## src/scss_pkg.sv

```systemverilog
// Shared constants and types for the system clock source selector.
package scss_pkg;
  localparam logic [3:0] ADDR_OSC_CTRL = 4'h0;
  localparam logic [3:0] ADDR_AUX = 4'h4;
  localparam int ADDR_W = 4;
  localparam logic [1:0] SEL_ZERO = 2'b00;
  localparam logic [1:0] SRC_SEC = 2'b01;
  localparam logic [1:0] SRC_PRI = 2'b10;
  localparam logic [1:0] SRC_RC = 2'b11;
  localparam int BIT_IDLE = 7;
  localparam int BIT_DONE = 3;
  localparam int BIT_SEL_HI = 1;
  localparam int AUX_SEC_EN = 0;
  localparam int AUX_LOADED = 1;
  localparam int AUX_BUSY = 2;
  localparam int AUX_SRC_LO = 4;
  localparam logic [1:0] FAST_CRYSTAL_CODE = 2'b00;
  localparam logic [1:0] OLD_CYCLES = 2'h2;
  localparam logic [1:0] NEW_CYCLES = 2'h3;
  localparam logic [1:0] RESP_OKAY = 2'b00;
  localparam logic [1:0] RESP_SLVERR = 2'b10;
  typedef enum logic [1:0] {
    SW_IDLE = 2'b00,
    SW_OLD = 2'b01,
    SW_NEW = 2'b10,
    SW_SYNC = 2'b11
  } scss_sw_t;
  typedef struct packed {
    logic reset_clock_default_cfg;
    logic [1:0] primary_osc_mode_cfg;
    logic two_speed_en;
  } scss_cfg_t;
endpackage

```

## src/scss_top.sv

```systemverilog
// Clock source select register, switch sequencer and AXI4-Lite slave.
`timescale 1ns/1ps
module scss_top (
  // Clock, reset, enable.
  input wire logic aclk,
  input wire logic aresetn,
  input wire logic ce,
  // AXI4-Lite slave.
  input wire logic [scss_pkg::ADDR_W-1:0] s_axi_awaddr,
  input wire logic s_axi_awvalid,
  output logic s_axi_awready,
  input wire logic [31:0] s_axi_wdata,
  input wire logic [3:0] s_axi_wstrb,
  input wire logic s_axi_wvalid,
  output logic s_axi_wready,
  output logic [1:0] s_axi_bresp,
  output logic s_axi_bvalid,
  input wire logic s_axi_bready,
  input wire logic [scss_pkg::ADDR_W-1:0] s_axi_araddr,
  input wire logic s_axi_arvalid,
  output logic s_axi_arready,
  output logic [31:0] s_axi_rdata,
  output logic [1:0] s_axi_rresp,
  output logic s_axi_rvalid,
  input wire logic s_axi_rready,
  // Configuration load and oscillator state.
  input wire scss_pkg::scss_cfg_t cfg_in,
  input wire logic cfg_loaded,
  input wire logic ost_expired,
  input wire logic [3:0] src_tick,
  input wire logic [3:0] src_stable,
  input wire logic sleep_exec,
  // Clock control outputs.
  output logic [1:0] active_src,
  output logic [1:0] pri_mode,
  output logic clk_pause,
  output logic enter_idle,
  output logic enter_sleep
);
  logic [1:0] system_clock_select, next_system_clock_select;
  logic idle_on_sleep, next_idle_on_sleep;
  logic secondary_osc_enable, next_secondary_osc_enable;
  logic start_timer_done, next_start_timer_done;
  logic cfg_taken, next_cfg_taken;
  scss_pkg::scss_cfg_t cfg, next_cfg;
  logic aw_held, w_held, next_aw_held, next_w_held, do_write;
  logic next_awready, next_wready, next_bvalid, next_arready, next_rvalid;
  logic next_clk_pause, next_enter_idle, next_enter_sleep;
  logic [scss_pkg::ADDR_W-1:0] aw_addr, next_aw_addr;
  logic [31:0] w_data, next_w_data, next_rdata, osc_word, aux_word;
  logic [3:0] w_strb, next_w_strb;
  logic [1:0] next_bresp, next_rresp, next_pri_mode, cnt, next_cnt;
  logic [1:0] target, next_active_src, from_src, next_from_src;
  scss_pkg::scss_sw_t sw_state, next_sw_state;
  always_comb begin
    osc_word = '0;
    osc_word[scss_pkg::BIT_IDLE] = idle_on_sleep;
    osc_word[scss_pkg::BIT_DONE] = start_timer_done;
    osc_word[scss_pkg::BIT_SEL_HI:0] = system_clock_select;
    aux_word = '0;
    aux_word[scss_pkg::AUX_SEC_EN] = secondary_osc_enable;
    aux_word[scss_pkg::AUX_LOADED] = cfg_taken;
    aux_word[scss_pkg::AUX_BUSY] = clk_pause;
    aux_word[scss_pkg::AUX_SRC_LO +: 2] = active_src;
  end
  // Bus handshakes; address and data may arrive in either order.
  always_comb begin
    next_aw_held = aw_held;
    next_w_held = w_held;
    next_aw_addr = aw_addr;
    next_w_data = w_data;
    next_w_strb = w_strb;
    next_awready = s_axi_awready;
    next_wready = s_axi_wready;
    next_bvalid = s_axi_bvalid;
    next_bresp = s_axi_bresp;
    next_arready = s_axi_arready;
    next_rvalid = s_axi_rvalid;
    next_rresp = s_axi_rresp;
    next_rdata = s_axi_rdata;
    do_write = 1'b0;
    if (s_axi_awvalid && s_axi_awready) begin
      next_aw_held = 1'b1;
      next_aw_addr = s_axi_awaddr;
      next_awready = 1'b0;
    end
    if (s_axi_wvalid && s_axi_wready) begin
      next_w_held = 1'b1;
      next_w_data = s_axi_wdata;
      next_w_strb = s_axi_wstrb;
      next_wready = 1'b0;
    end
    if (aw_held && w_held && !s_axi_bvalid) begin
      do_write = 1'b1;
      next_bvalid = 1'b1;
      next_aw_held = 1'b0;
      next_w_held = 1'b0;
      next_bresp = (aw_addr == scss_pkg::ADDR_OSC_CTRL || aw_addr == scss_pkg::ADDR_AUX) ?
                   scss_pkg::RESP_OKAY : scss_pkg::RESP_SLVERR;
    end
    if (s_axi_bvalid && s_axi_bready) begin
      next_bvalid = 1'b0;
      next_awready = 1'b1;
      next_wready = 1'b1;
    end
    if (s_axi_arvalid && s_axi_arready) begin
      next_arready = 1'b0;
      next_rvalid = 1'b1;
      next_rresp = scss_pkg::RESP_OKAY;
      case (s_axi_araddr)
        scss_pkg::ADDR_OSC_CTRL: next_rdata = osc_word;
        scss_pkg::ADDR_AUX: next_rdata = aux_word;
        default: begin
          next_rdata = '0;
          next_rresp = scss_pkg::RESP_SLVERR;
        end
      endcase
    end
    if (s_axi_rvalid && s_axi_rready) begin
      next_rvalid = 1'b0;
      next_arready = 1'b1;
    end
  end

  always_ff @(posedge aclk) begin
    if (!aresetn) begin
      aw_held <= 1'b0;
      w_held <= 1'b0;
      aw_addr <= '0;
      w_data <= '0;
      w_strb <= '0;
      s_axi_awready <= 1'b1;
      s_axi_wready <= 1'b1;
      s_axi_bvalid <= 1'b0;
      s_axi_bresp <= scss_pkg::RESP_OKAY;
      s_axi_arready <= 1'b1;
      s_axi_rvalid <= 1'b0;
      s_axi_rresp <= scss_pkg::RESP_OKAY;
      s_axi_rdata <= '0;
    end else if (ce) begin
      aw_held <= next_aw_held;
      w_held <= next_w_held;
      aw_addr <= next_aw_addr;
      w_data <= next_w_data;
      w_strb <= next_w_strb;
      s_axi_awready <= next_awready;
      s_axi_wready <= next_wready;
      s_axi_bvalid <= next_bvalid;
      s_axi_bresp <= next_bresp;
      s_axi_arready <= next_arready;
      s_axi_rvalid <= next_rvalid;
      s_axi_rresp <= next_rresp;
      s_axi_rdata <= next_rdata;
    end
  end
  // Control register contents and configuration capture.
  always_comb begin
    next_system_clock_select = system_clock_select;
    next_idle_on_sleep = idle_on_sleep;
    next_secondary_osc_enable = secondary_osc_enable;
    next_cfg = cfg;
    next_cfg_taken = cfg_taken;
    next_start_timer_done = start_timer_done;
    if (cfg_loaded && !cfg_taken) begin
      next_cfg = cfg_in;
      next_cfg_taken = 1'b1;
    end
    if (do_write && w_strb[0]) begin
      if (aw_addr == scss_pkg::ADDR_OSC_CTRL) begin
        next_system_clock_select = w_data[scss_pkg::BIT_SEL_HI:0];
        next_idle_on_sleep = w_data[scss_pkg::BIT_IDLE];
      end else if (aw_addr == scss_pkg::ADDR_AUX) begin
        next_secondary_osc_enable = w_data[scss_pkg::AUX_SEC_EN];
      end
    end
    if (ost_expired && active_src == scss_pkg::SRC_PRI && !clk_pause) begin
      next_start_timer_done = 1'b1;
    end else if (!ost_expired) begin
      next_start_timer_done = 1'b0;
    end
  end
  // Reset is synchronous, so sampling the strap pins here is safe.
  always_ff @(posedge aclk) begin
    if (!aresetn) begin
      system_clock_select <= scss_pkg::SEL_ZERO;
      idle_on_sleep <= 1'b0;
      secondary_osc_enable <= 1'b0;
      cfg <= '0;
      cfg_taken <= 1'b0;
      start_timer_done <= !(cfg_in.two_speed_en &&
        cfg_in.primary_osc_mode_cfg == scss_pkg::FAST_CRYSTAL_CODE);
    end else if (ce) begin
      system_clock_select <= next_system_clock_select;
      idle_on_sleep <= next_idle_on_sleep;
      secondary_osc_enable <= next_secondary_osc_enable;
      cfg <= next_cfg;
      cfg_taken <= next_cfg_taken;
      start_timer_done <= next_start_timer_done;
    end
  end
  // Resolve the requested source; secondary is never switched in while disabled.
  always_comb begin
    case (system_clock_select)
      scss_pkg::SEL_ZERO: target = cfg.reset_clock_default_cfg ?
                                   scss_pkg::SRC_PRI : scss_pkg::SRC_RC;
      scss_pkg::SRC_SEC: target = secondary_osc_enable ? scss_pkg::SRC_SEC : active_src;
      scss_pkg::SRC_PRI: target = scss_pkg::SRC_PRI;
      default: target = scss_pkg::SRC_RC;
    endcase
    if (!cfg_taken) begin
      target = scss_pkg::SRC_RC;
    end
  end
  // Switch sequencer: two old ticks, three new ticks, one resync cycle.
  // The resync cycle is what makes the new-clock share three to four cycles.
  always_comb begin
    next_sw_state = sw_state;
    next_cnt = cnt;
    next_active_src = active_src;
    next_from_src = from_src;
    next_clk_pause = clk_pause;
    next_pri_mode = cfg.primary_osc_mode_cfg;
    next_enter_idle = 1'b0;
    next_enter_sleep = 1'b0;
    if (sleep_exec && sw_state == scss_pkg::SW_IDLE) begin
      next_enter_idle = idle_on_sleep;
      next_enter_sleep = !idle_on_sleep;
    end
    case (sw_state)
      scss_pkg::SW_IDLE: begin
        if (target != active_src && src_stable[target]) begin
          next_sw_state = scss_pkg::SW_OLD;
          next_from_src = active_src;
          next_active_src = target;
          next_clk_pause = 1'b1;
          next_cnt = '0;
        end
      end
      scss_pkg::SW_OLD: begin
        if (src_tick[from_src]) begin
          next_cnt = cnt + 2'h1;
          if (cnt + 2'h1 == scss_pkg::OLD_CYCLES) begin
            next_sw_state = scss_pkg::SW_NEW;
            next_cnt = '0;
          end
        end
      end
      scss_pkg::SW_NEW: begin
        if (src_tick[active_src]) begin
          next_cnt = cnt + 2'h1;
          if (cnt + 2'h1 == scss_pkg::NEW_CYCLES) begin
            next_sw_state = scss_pkg::SW_SYNC;
          end
        end
      end
      scss_pkg::SW_SYNC: begin
        next_sw_state = scss_pkg::SW_IDLE;
        next_clk_pause = 1'b0;
      end
      default: next_sw_state = scss_pkg::SW_IDLE;
    endcase
  end
  always_ff @(posedge aclk) begin
    if (!aresetn) begin
      sw_state <= scss_pkg::SW_IDLE;
      cnt <= '0;
      active_src <= scss_pkg::SRC_RC;
      from_src <= scss_pkg::SRC_RC;
      clk_pause <= 1'b0;
      pri_mode <= '0;
      enter_idle <= 1'b0;
      enter_sleep <= 1'b0;
    end else if (ce) begin
      sw_state <= next_sw_state;
      cnt <= next_cnt;
      active_src <= next_active_src;
      from_src <= next_from_src;
      clk_pause <= next_clk_pause;
      pri_mode <= next_pri_mode;
      enter_idle <= next_enter_idle;
      enter_sleep <= next_enter_sleep;
    end
  end
endmodule

```

## config.mk

```make
export PLATFORM = sky130hd
export DESIGN_NAME = scss_top
export DESIGN_NICKNAME = d
export VERILOG_FILES = /design/src/scss_pkg.sv /design/src/scss_top.sv
export SDC_FILE = /design/constraint.sdc
export NUM_CORES = 1
export LEC_CHECK = 0
export BUFFER_PORTS_ARGS = -buffer_cell sky130_fd_sc_hd__buf_4
export CAP_MARGIN = 10
export CORE_MARGIN = 2
export CORE_UTILIZATION = 45
export CTS_CLUSTER_DIAMETER = 60
export DETAILED_ROUTE_END_ITERATION = 8
export PLACE_DENSITY_LB_ADDON = 0.3
export SYNTH_ARGS = -nofsm -noshare
export SYNTH_HDL_FRONTEND = slang
export SYNTH_SLANG_ARGS = --single-unit
```

## constraint.sdc

```tcl
create_clock -name aclk -period 1.9 [get_ports aclk]
set_input_delay 0.095 -clock aclk [delete_from_list [all_inputs] [get_ports aclk]]
set_output_delay 0.095 -clock aclk [all_outputs]
set_load 0.1 [all_outputs]
```

Word level (Yosys, flattened, before mapping):

Index checks and enable logic that the tools add are counted.

* magnitude comparators: 3
* shifts and indexed selects: 0
* multipliers: 0
* muxes and demuxes: 47
* divide/modulo/power cells: 0
* add/subtract/negate cells: 1
* equal/unequal tests: 18
* reduce and logical (&&, ||, !) cells: 52
* bitwise operators: 1

Operators with widths (count)
* 1-bit 2-to-1 mux: 26
* 2-bit 2-to-1 mux: 13
* 2-bit AND reduction: 12
* 8-bit case mux with 2 select lines: 1
* 1-bit logical AND: 14
* 2-bit nonzero test: 7
* 2-bit equality test, second input constant: 6
* 2-bit case mux with 3 select lines: 2
* 2-bit by 3-bit less-than comparator with 1-bit output, second input constant: 3
* 3-bit AND reduction: 3
* 4-bit by 3-bit equality test with 1-bit output, second input constant: 2
* 4-bit zero test: 2
* 2-bit inequality test, second input constant: 4
* 2-bit case mux with 4 select lines: 1
* 1-bit binary-select mux with 2-bit select: 3
* 2-bit zero test: 3
* 6-bit AND reduction: 1
* 1-bit zero test: 5
* 5-bit AND reduction: 1
* 2-bit by 1-bit equality test with 1-bit output, second input constant: 2
* 2-bit by 1-bit inequality test with 1-bit output, second input constant: 2
* 4-bit AND reduction: 1
* 3-bit by 2-bit inequality test with 1-bit output, second input constant: 1
* 3-bit nonzero test: 1
* 6 further kinds: 6

* word-level logic and storage cells: 150
* memories: 0
* bits in read-only memories: 0
* memory bits (writable): 0
* latch bits: 0
* input port bits: 67
* output and inout port bits: 48
* register bits after elaboration: 78

Longest topological paths before layout:

Gate-level depths: netlist of run 1.

* word-level depth: 8
* gate-level depth with buffers: 7
* gate-level depth less buffers: 7

Worst setup path after synthesis of run 1:

Ideal clock, no wire load.

* path type: reg-to-reg
* start point: register active_src[1]
* end point: register start_timer_done (enable)
* setup time: 0.292 ns
* path buffers: 0
* setup slack: -0.427 ns
* period minus slack after synthesis: 2.327 ns
* cell stages (with the launch flop): 6
* arrival: 2.035 ns
* cell sequence: dfxtp_1 > or2b_2 > or3b_2 > nand2_1 > nand2_1 > nand2_1

* longest elaborated chain between the ends: 5

Ends and longest elaborated chain
* from (decl): line scss_top.sv:34 `output logic [1:0] active_src,`
* from (signal assigned): line scss_top.sv:267 `active_src <= scss_pkg::SRC_RC;`
* from (signal assigned): line scss_top.sv:276 `active_src <= next_active_src;`
* 2-bit equality test: line scss_top.sv:176 `if (ost_expired && active_src == scss_pkg::SRC_PRI && !clk_pause) begin`
* 1-bit logical AND (2 in a row): line scss_top.sv:176
* 3-bit by 2-bit inequality test with 1-bit output (no source line)
* 2-bit AND reduction (no source line)
* to (signal assigned): line scss_top.sv:190 `start_timer_done <= !(cfg_in.two_speed_en &&`
* to (signal assigned): line scss_top.sv:198 `start_timer_done <= next_start_timer_done;`
* to (decl): line scss_top.sv:43 `logic start_timer_done, next_start_timer_done;`

Every way passes these cells.
A chain may end at the register's enable or synchronous reset.

Final worst setup path of run 1:

* start point: register active_src[0]
* end point: register start_timer_done (enable)

Same word-level chain as after synthesis.

==> results.tsv, run 1 <==
metric	value	unit
outcome	finished clean	
tns	0	ns
htreeDepth	2	
ctsHoldBuffers	0	
hpwl	3.66	mm
synth-edff-count	1	
slew_violations	0	
post-route-period-util	89.5	%
cp_cell_sequence	or2b_2, or3b_2, nand2_1, nand2_1, nand2_1	
irDropWorstVdd	0.000546	V
syn_area	2450	µm²
start_kind	flop	
largest_register_ffs	7	
track_usage	16.7	%
largestRegisters	s_axi_rdata: 7 flops, aw_addr: 4 flops, w_data: 3 flops	
cts_buffers	5	
worstReg2RegStart	active_src[0]$_SDFFE_PN1P_	
powerDensity	738	nW/µm²
whs_path_depth	3	
synth_warnings	0	
r2r-end	start_timer_done$_DFFE_PP_	
fillers	493	
worstPathRequired	1.92	ns
avgSynthCellArea	9.46	µm²
clockBufferDepth	2	
coreArea	5170	µm²
fin_worst_skew	0.00992	ns
end_kind	flop	
syn_inst	259	
via_count	1866	
max_slew_margin	60.6	%
ys_ff_latch	46	
path_class	reg2reg	
cp_max_fo	8	
crit_top_cell	nand2_1	
wl_met2	2.21	mm
worst-r2r-setup-slack	0.20	ns
globalplace.congestion	0.802	
power_leakage	1.37	nW
multi_input_area	1350	µm²
cts_setup_buffers	0	
cts_tree	built	
yosysTopAreaCell	dfxtp_1	
fin_crit	1.70	ns
drcViolationCount	0	
yosys-top-cells-count	45 x dfxtp_1, 27 x buf_4, 26 x nand2_1	
wl_met1	2.31	mm
min_from	s_axi_awaddr[0]	
fp.dieW	77.8	µm
diodes	0	
die_area	6050	µm²
regMostFlops	s_axi_rdata	
worstSkewPairLatency	0.29	ns
whs	0.0515	ns
grt_pass1_wl	8.12	mm
ant_nets	0	
synth-main-ff-cell	dfxtp_1	
firstDrtPassIters	4	
hold_viol	0	
via_per_inst	4.85	
rsz0062_at_grt	false	
dr.first_iter.drc_count	76	
synth_cell_types	50	
finalSetupViolCount	0	
start_util	47.4	%
nets	390	
areaGrowthSynthToFinish	19.1	%
top_layer	met4	
grt_remaining_overflow	0	
placed_cells	377	
wl_per_cell	12.6	µm
cts_resized	0	
first_global_vias	1756	
synth_most_common_cell	dfxtp_1	
cts_sinks	46	
final_cells	385	
synthArstFlopShare	0	%
drive_gt1_share	27.0	%
row_count	26	
wirelength	4.83	mm
port_buffers	54	
max_cap_violations	0	
die_h	77.8	µm
wl_met3	294	µm
fmax	0.588	GHz
clk_pin_slew_worst_paths	0.09	ns
antenna_found_initial	0	
crit_slowest_cell	or3b_2	
grt_max_degree	54	
r2r_cells	5	
worst_slew_pin_slew	0.583	ns
worst_hold_path_type	in2reg	
synthTopCellsByArea	dfxtp_1 37%, mux2i_1 10%, buf_4 8.3%	
cts-root-buf	clkbuf_8	
seq_area_frac_synth	38.0	%
regArea	935	µm²
synth_top_area_share	36.8	%
crit_path_max_incr_delay	0.49	ns
critical_path_arrival	1.72	ns
total_power	2.15	mW
ios	115	
min_to	aw_addr[0]$_SDFFE_PN0P_	
==> per-layer routing <==
layer  vias to the layer above  GRT usage (%)
met5                         -              0
met4                         0           4.29
met2                        54           26.7
li1                        955              -
met3                         2           5.12
met1                       855           21.9
==> through the flow <==
stage	setup WS (ns)	cell area (µm²)	util, %
2_1_floorplan	-0.0846	2550	-
3_3_place_gp	0.235	2830	54.8
3_5_place_dp	0.214	2830	54.8
4_1_cts	0.204	2920	56.5
5_1_grt	0.104	2920	56.5
6_report	0.200	2920	56.5
==> report_power, final <==
part / switching (mW) / leakage, nW / internal, mW / total [mW]
sequential: 0.0241 / 0.375 / 1.00 / 1.02
clock: 0.317 / 0.0452 / 0.260 / 0.577
combinational: 0.432 / 0.947 / 0.121 / 0.553
==> cell families (layout without fill, tap and decap cells) <==
logic type,count (synthesis),after routing,share of synthesized area [%]
other,1,27,0.153
adder cells (fa/ha/maj),9,9,4.59
AO/OA/AOI/OAI,35,35,11.4
AND/OR/NAND/NOR,96,96,22.1
multiplexers,29,29,13.0
buffers and inverters,43,73,10.8
flip-flops,46,46,38.0
==> how the worst max path moves through the flow <==
| stage | from | to | cells past startpoint |
|---|---|---|---|
| 6_report | active_src[0]$_SDFFE_PN1P_ | start_timer_done$_DFFE_PP_ | 5 |
| 5_1_grt | system_clock_select[1]$_SDFFE_PN0P_ | active_src[0]$_SDFFE_PN1P_ | 5 |
| 4_1_cts | active_src[0]$_SDFFE_PN1P_ | start_timer_done$_DFFE_PP_ | 5 |
| 3_5_place_dp | active_src[0]$_SDFFE_PN1P_ | start_timer_done$_DFFE_PP_ | 5 |
| 3_3_place_gp | active_src[0]$_SDFFE_PN1P_ | start_timer_done$_DFFE_PP_ | 5 |
| 2_1_floorplan | active_src[1]$_SDFFE_PN1P_ | start_timer_done$_DFFE_PP_ | 5 |
==> cell usage in the layout, fill, tap and decap left out, drive strengths merged, types with 6 or more instances in the layout <==
cell    netlist  final
ha            9      9
nor2b        25     25
a21boi        7      7
inv           8      8
nand2        26     26
o21ai         6      6
nand3        14     14
a21oi         6      6
dfxtp        45     45
buf          28     57
mux2i        25     25
conb          1     27
clkbuf        7      6
==> cell type report <==
| class | count | share of cell area, % |
|---|---|---|
| multi-input combinational | 196 | 46.4 |
| timing repair buffer | 57 | 14.7 |
| sequential | 46 | 32.0 |
| inverter | 8 | 1.03 |
| tap | 70 | 3.00 |
| clock buffer | 6 | 2.49 |
| clock inverter | 2 | 0.471 |
==> worst max-delay path, delay by kind of cell (launching register included) <==
family	cells	cell delay (ns)
flops	1	0.39
simple gates	5	1.04
Power figures use the tool's default switching activity.
==> inputs of run 2 (changes only) <==
==> constraint.sdc (replaced) <==
create_clock -name aclk -period 1.9 [get_ports aclk]
set_input_delay 0.285 -clock aclk [delete_from_list [all_inputs] [get_ports aclk]]
set_output_delay 0.285 -clock aclk [all_outputs]
set_load 0.1 [all_outputs]
==> run 2 against run 1 <==
Effect of this change:
- sequential power about the same
- first-iteration DRC count is 17% lower
- utilization grew 0.46 points
- combinational power about the same
- register-to-register slack improved by 0.02 ns
- critical path depth unchanged
- count of clock-buffer cells in the layout unchanged
- die area did not move
- flip-flop and latch count unchanged
- clock skew decreased by 0.0060 ns
- highest routed layer unchanged
==> results.tsv, run 2 (synthesized netlist as in run 1, its figures left out) <==
metric	value	unit	change
die_area	6050	µm²	unchanged
largestRegisters	s_axi_rdata: 7 flops, aw_addr: 4 flops, w_data: 3 flops		unchanged
max_cap_violations	0		unchanged
max_slew_margin	67.3	%	was 60.6%
pwr-share-clk	28.3	%	was 26.8%
start_util	47.4	%	unchanged
drive_gt1_share	27.8	%	was 27.0%
whs	0.237	ns	was 0.0515 ns
nets	392		was 390
worstSkewPairLatency	0.29	ns	about the same
grt_max_degree	54		unchanged
firstDrtPassIters	4		unchanged
cts_tree	built		unchanged
dpl_cell_area	2850	µm²	was 2830 µm²
regMostFlops	s_axi_rdata		unchanged
globalplace.congestion	0.798		was 0.802
grt_pass1_wl	8.35	mm	was 8.12 mm
cts_resized	0		unchanged
dr.first_iter.drc_count	63		was 76
seqPwrFrac	46.5	%	was 47.6%
worst_hold_path_type	in2reg		unchanged
row_count	26		unchanged
p_int	1.42	mW	was 1.38 mW
worst_slew_pin_slew	0.483	ns	was 0.583 ns
track_usage	17.2	%	was 16.7%
power_leakage	1.38	nW	was 1.37 nW
final_common_cell	buf_4		unchanged
fillers	486		was 493
areaGrowthSynthToFinish	20.1	%	was 19.1%
port_buffers	54		unchanged
p_sw	787	µW	was 773 µW
final_cells	387		was 385
utilization	56.9	%	was 56.5%
end_kind	flop		unchanged
total_power	2.20	mW	was 2.15 mW
post-place-ws	0.222	ns	was 0.214 ns
cts_sinks	46		unchanged
final_cell_mix	59 x buf_4, 42 x dfxtp_1, 27 x conb_1		was 57 x buf_4, 42 x dfxtp_1, 27 x conb_1
outcome	finished clean		unchanged
critical_path_arrival	1.69	ns	was 1.72 ns
ant_nets	0		unchanged
post-route-period-util	88.1	%	was 89.5%
slew_violations	0		unchanged
fin_worst_skew	0.00394	ns	was 0.00992 ns
finalInstanceArea	2940	µm²	was 2920 µm²
htreeDepth	2		unchanged
wirelength	4.96	mm	was 4.83 mm
coreArea	5170	µm²	unchanged
diodes	0		unchanged
drcViolationCount	0		unchanged
fin_crit	1.67	ns	was 1.70 ns
clk_pin_slew_worst_paths	0.09	ns	about the same
fmax	0.597	GHz	was 0.588 GHz
largest_register_ffs	7		unchanged
wl_per_cell	12.8	µm	was 12.6 µm
path_class	reg2reg		unchanged
placed_cells	379		was 377
rsz0062_at_grt	false		unchanged
grt_remaining_overflow	0		unchanged
tns	0	ns	unchanged
irDropWorstVdd	0.000461	V	was 0.000546 V
fp.dieW	77.8	µm	unchanged
cts_buffers	5		unchanged
ctsHoldBuffers	0		unchanged
hpwl	3.78	mm	was 3.66 mm
finalSetupViolCount	0		unchanged
cts-root-buf	clkbuf_8		unchanged
clockBufferDepth	2		unchanged
p_comb_share	25.2	%	was 25.7%
start_kind	flop		unchanged
setup_slack	0.225	ns	was 0.200 ns
switching_share	35.7	%	was 35.9%
antenna_found_initial	0		unchanged
cp_max_fo	5		was 8
ios	115		unchanged
via_per_inst	4.89		was 4.85
worstPathRequired	1.92	ns	about the same
cts_setup_buffers	0		unchanged
first_global_vias	1815		was 1,756
powerDensity	748	nW/µm²	was 738 nW/µm²
hold_viol	0		unchanged
via_count	1891		was 1,866
die_h	77.8	µm	unchanged
==> run 2: cell count changes in the layout (fill, tap and decap cells not counted), sizes merged <==
| cell | before | now |
|---|---|---|
| clkinvlp | 0 | 1 |
| buf | 57 | 59 |
| clkinv | 2 | 1 |
==> run 2: cell type report <==
type / instances / area, µm² / area share (%)
inverters: 8 / 30.0 / 1.02
clock buffers: 6 / 82.6 / 2.80
repair buffers: 59 / 443 / 15.0
multi-input cells: 196 / 1350 / 46.0
well taps: 70 / 87.6 / 2.97
clock inverters: 2 / 12.5 / 0.425
flip-flops and latches: 46 / 935 / 31.7
==> run 2: power by group through the flow <==
stage / clock (mW) / combinational, mW / sequential [mW]
floorplan: 0 / 0.382 / 1.15
global placement: 0 / 0.551 / 1.05
detailed placement: 0 / 0.555 / 1.05
CTS: 0.641 / 0.556 / 1.03
global route: 0.693 / 0.581 / 1.03
finish: 0.623 / 0.555 / 1.03
==> run 2: layer usage <==
layer  GRT usage, %  vias to the layer above  share of wire, %
met5              0                        -                 0
met4           4.82                        0              0.81
met3           5.12                        5               6.9
met2           27.8                       59                46
met1           22.2                      867                46
li1               -                      960                 -
==> run 2: worst paths after layout <==
check                              startpoint                     endpoint  slack, ns  cells past startpoint
setup / recovery   active_src[1]$_SDFFE_PN1P_   start_timer_done$_DFFE_PP_       0.23                      5
hold / removal                s_axi_awaddr[0]      aw_addr[0]$_SDFFE_PN0P_       0.24                      3
setup reg to reg   active_src[1]$_SDFFE_PN1P_   start_timer_done$_DFFE_PP_       0.23                      5
hold reg to reg   s_axi_rdata[2]$_SDFFE_PN0P_  s_axi_rdata[2]$_SDFFE_PN0P_       0.47                      2
==> run 2: critical path, cell delays in order, from the launching register on <==
cell and delay (ns):
dfxtp_2 0.38, or2b_2 0.33, or3b_2 0.48, nand2_1 0.08, nand2_1 0.05, nand2_1 0.07
==> inputs of run 3 (changes only) <==
- CORE_UTILIZATION: 45 -> 42
- clock period: 1.9 -> 1.39 ns (I/O delays scaled with it)
==> run 3 against run 2 <==
Effect of this change:
- the flow now finishes with violations (negative setup slack)
- clock power grew 32%
- global-route usage hardly changed
- total power grew 37%
- sequential share of layout area decreased by 2.7 points
- register-to-register slack got worse by 0.44 ns
- wire length grew 7.3%
- first-iteration DRC count is 6.3% lower
==> results.tsv, run 3 (synthesized netlist as in run 1, its figures left out) <==
metric	value	unit	change
outcome	complete, but fails checks		was finished clean
violations	negative setup slack		
grt_pass1_wl	8.66	mm	was 8.35 mm
die_area	6460	µm²	was 6050 µm²
final_cells	414		was 387
power_leakage	1.54	nW	was 1.38 nW
hold_viol	0		unchanged
drive_gt1_share	38.3	%	was 27.8%
port_buffers	54		unchanged
dpl_cell_area	3080	µm²	was 2850 µm²
largest_register_ffs	7		unchanged
cts-root-buf	clkbuf_8		unchanged
post-route-period-util	115	%	was 88.1%
min_to	w_data[1]$_SDFFE_PN0P_		was aw_addr[0]$_SDFFE_PN0P_
fin_worst_skew	0.00712	ns	was 0.00394 ns
r2r-end	cnt[0]$_SDFFE_PN0P_		was start_timer_done$_DFFE_PP_
irDropWorstVdd	0.000609	V	was 0.000461 V
regMostFlops	s_axi_rdata		unchanged
nets	417		was 392
ant_nets	0		unchanged
drcViolationCount	0		unchanged
dr.first_iter.drc_count	59		was 63
regArea	963	µm²	was 935 µm²
grt_max_degree	27		was 54
path_class	reg2reg		unchanged
multi_input_area	1490	µm²	was 1350 µm²
critical_path_arrival	1.84	ns	was 1.69 ns
finalSetupViolCount	11		was 0
worstPathRequired	1.62	ns	was 1.92 ns
total_power	3.02	mW	was 2.20 mW
fillers	477		was 486
cts_tree	built		unchanged
start_util	44.0	%	was 47.4%
globalplace.congestion	0.762		was 0.798
coreArea	5570	µm²	was 5170 µm²
worstReg2RegStart	secondary_osc_enable$_SDFFE_PN0P_		was active_src[1]$_SDFFE_PN1P_
track_usage	17.2	%	about the same
worst_hold_path_type	in2reg		unchanged
firstDrtPassIters	4		unchanged
antenna_found_initial	0		unchanged
largestRegisters	s_axi_rdata: 7 flops, aw_addr: 4 flops, w_data: 3 flops		unchanged
via_per_inst	4.92		was 4.89
whs_path_depth	3		unchanged
utilization	59.6	%	was 56.9%
die_h	80.4	µm	was 77.8 µm
cts_buffers	5		unchanged
slew_violations	0		unchanged
cp_cell_sequence	o31ai_4, o311a_4, a21oi_4, buf_12, o21ai_4, mux2i_1		was or2b_2, or3b_2, nand2_1, nand2_1, nand2_1
clockBufferDepth	2		unchanged
finalInstanceArea	3320	µm²	was 2940 µm²
diodes	0		unchanged
rsz0062_at_grt	true		was false
fp.dieW	80.4	µm	was 77.8 µm
clk_pin_slew_worst_paths	0.09	ns	about the same
placed_cells	401		was 379
wirelength	5.32	mm	was 4.96 mm
cp_max_fo	4		was 5
wl_per_cell	12.9	µm	was 12.8 µm
fmax	0.623	GHz	was 0.597 GHz
tns	-1.81	ns	was 0 ns
row_count	27		was 26
htreeDepth	2		unchanged
start_kind	flop		unchanged
crit_slowest_cell	dfxtp_4		was or3b_2
cts_sinks	46		unchanged
grt_remaining_overflow	0		unchanged
worst-r2r-setup-slack	-0.21	ns	was 0.23 ns
max_cap_violations	0		unchanged
ios	115		unchanged
areaGrowthSynthToFinish	35.5	%	was 20.1%
r2r_cells	6		was 5
first_global_vias	1931		was 1,815
min_from	s_axi_wdata[1]		was s_axi_awaddr[0]
final_cell_mix	80 x buf_4, 33 x dfxtp_1, 27 x conb_1		was 59 x buf_4, 42 x dfxtp_1, 27 x conb_1
end_kind	flop		unchanged
setup_slack	-0.214	ns	was 0.225 ns
via_count	2036		was 1,891
ctsHoldBuffers	0		unchanged
worstSkewPairLatency	0.30	ns	was 0.29 ns
powerDensity	911	nW/µm²	was 748 nW/µm²
crit_path_max_incr_delay	0.38	ns	was 0.48 ns
hpwl	3.96	mm	was 3.78 mm
fin_crit	1.60	ns	was 1.67 ns
final_common_cell	buf_4		unchanged
## run 3: cell count changes in the layout (fill, tap and decap cells not counted), moves of 2 or more
| cell | delta |
|---|---|
| buf_6 | +2 |
| o21ai_2 | -2 |
| buf_12 | +2 |
| dfxtp_2 | +2 |
| buf_4 | +21 |
| o21ai_4 | +2 |
| o311ai_4 | +2 |
| dfxtp_4 | +7 |
| dfxtp_1 | -9 |
## run 3: cell type report
| cell class | instances | area share [%] |
|---|---|---|
| Timing Repair Buffer | 84 | 20.0 |
| Clock buffer | 5 | 2.07 |
| Clock inverter | 3 | 0.603 |
| Inverter | 8 | 0.904 |
| Tap cell | 72 | 2.71 |
| Multi-Input combinational cell | 196 | 44.7 |
| Sequential cell | 46 | 29.0 |
## run 3: critical path: cells and delay by family (launching register included)
family	cells	cell delay [ns]
compound gates	4	0.81
buf+inv	1	0.15
flops	1	0.38
mux	1	0.19
## run 3: worst max path at each step
stage                                                 start                         end  cells past startpoint
final                     secondary_osc_enable$_SDFFE_PN0P_         cnt[0]$_SDFFE_PN0P_                      6
after detailed placement  secondary_osc_enable$_SDFFE_PN0P_    from_src[1]$_SDFFE_PN1P_                      5
after CTS                        active_src[0]$_SDFFE_PN1P_    from_src[1]$_SDFFE_PN1P_                      5
after global placement    secondary_osc_enable$_SDFFE_PN0P_  active_src[0]$_SDFFE_PN1P_                      5
after floorplan                  active_src[1]$_SDFFE_PN1P_  start_timer_done$_DFFE_PP_                      5
after global routing      secondary_osc_enable$_SDFFE_PN0P_         cnt[0]$_SDFFE_PN0P_                      6
## run 3: layer usage
metal  GRT usage (%)  share of wire (%)  vias up  routed length [µm]
met1            21.0                 45      950                2380
li1                -                  -     1014                   -
met5               0                  0        -                   0
met3            4.16                5.5        7                 291
met4            5.42                1.4        0                  74
met2            29.8                 48       65                2570
## run 3: per-stage QoR
step | hold slack [ns] | worst slack [ns]
global route | 0.162 | -0.267
global placement | 0.442 | -0.231
detailed placement | 0.445 | -0.257
floorplan | 0.363 | -0.319
CTS | 0.151 | -0.151
finish | 0.160 | -0.214
## run 3: report_power, final
part	switching [mW]	internal, mW
combinational	0.616	0.200
sequential	0.0308	1.36
clock	0.465	0.355
total	1.11	1.91
## run 3: what timing repair did
| action | CTS | global route |
|---|---|---|
| setup buffers | 4 | 1 |
| resized for setup | 14 | 7 |
| endpoints found under the setup margin | 13 | 16 |
| endpoints found under the hold margin | 0 | 0 |
| pin swaps | 10 | 7 |
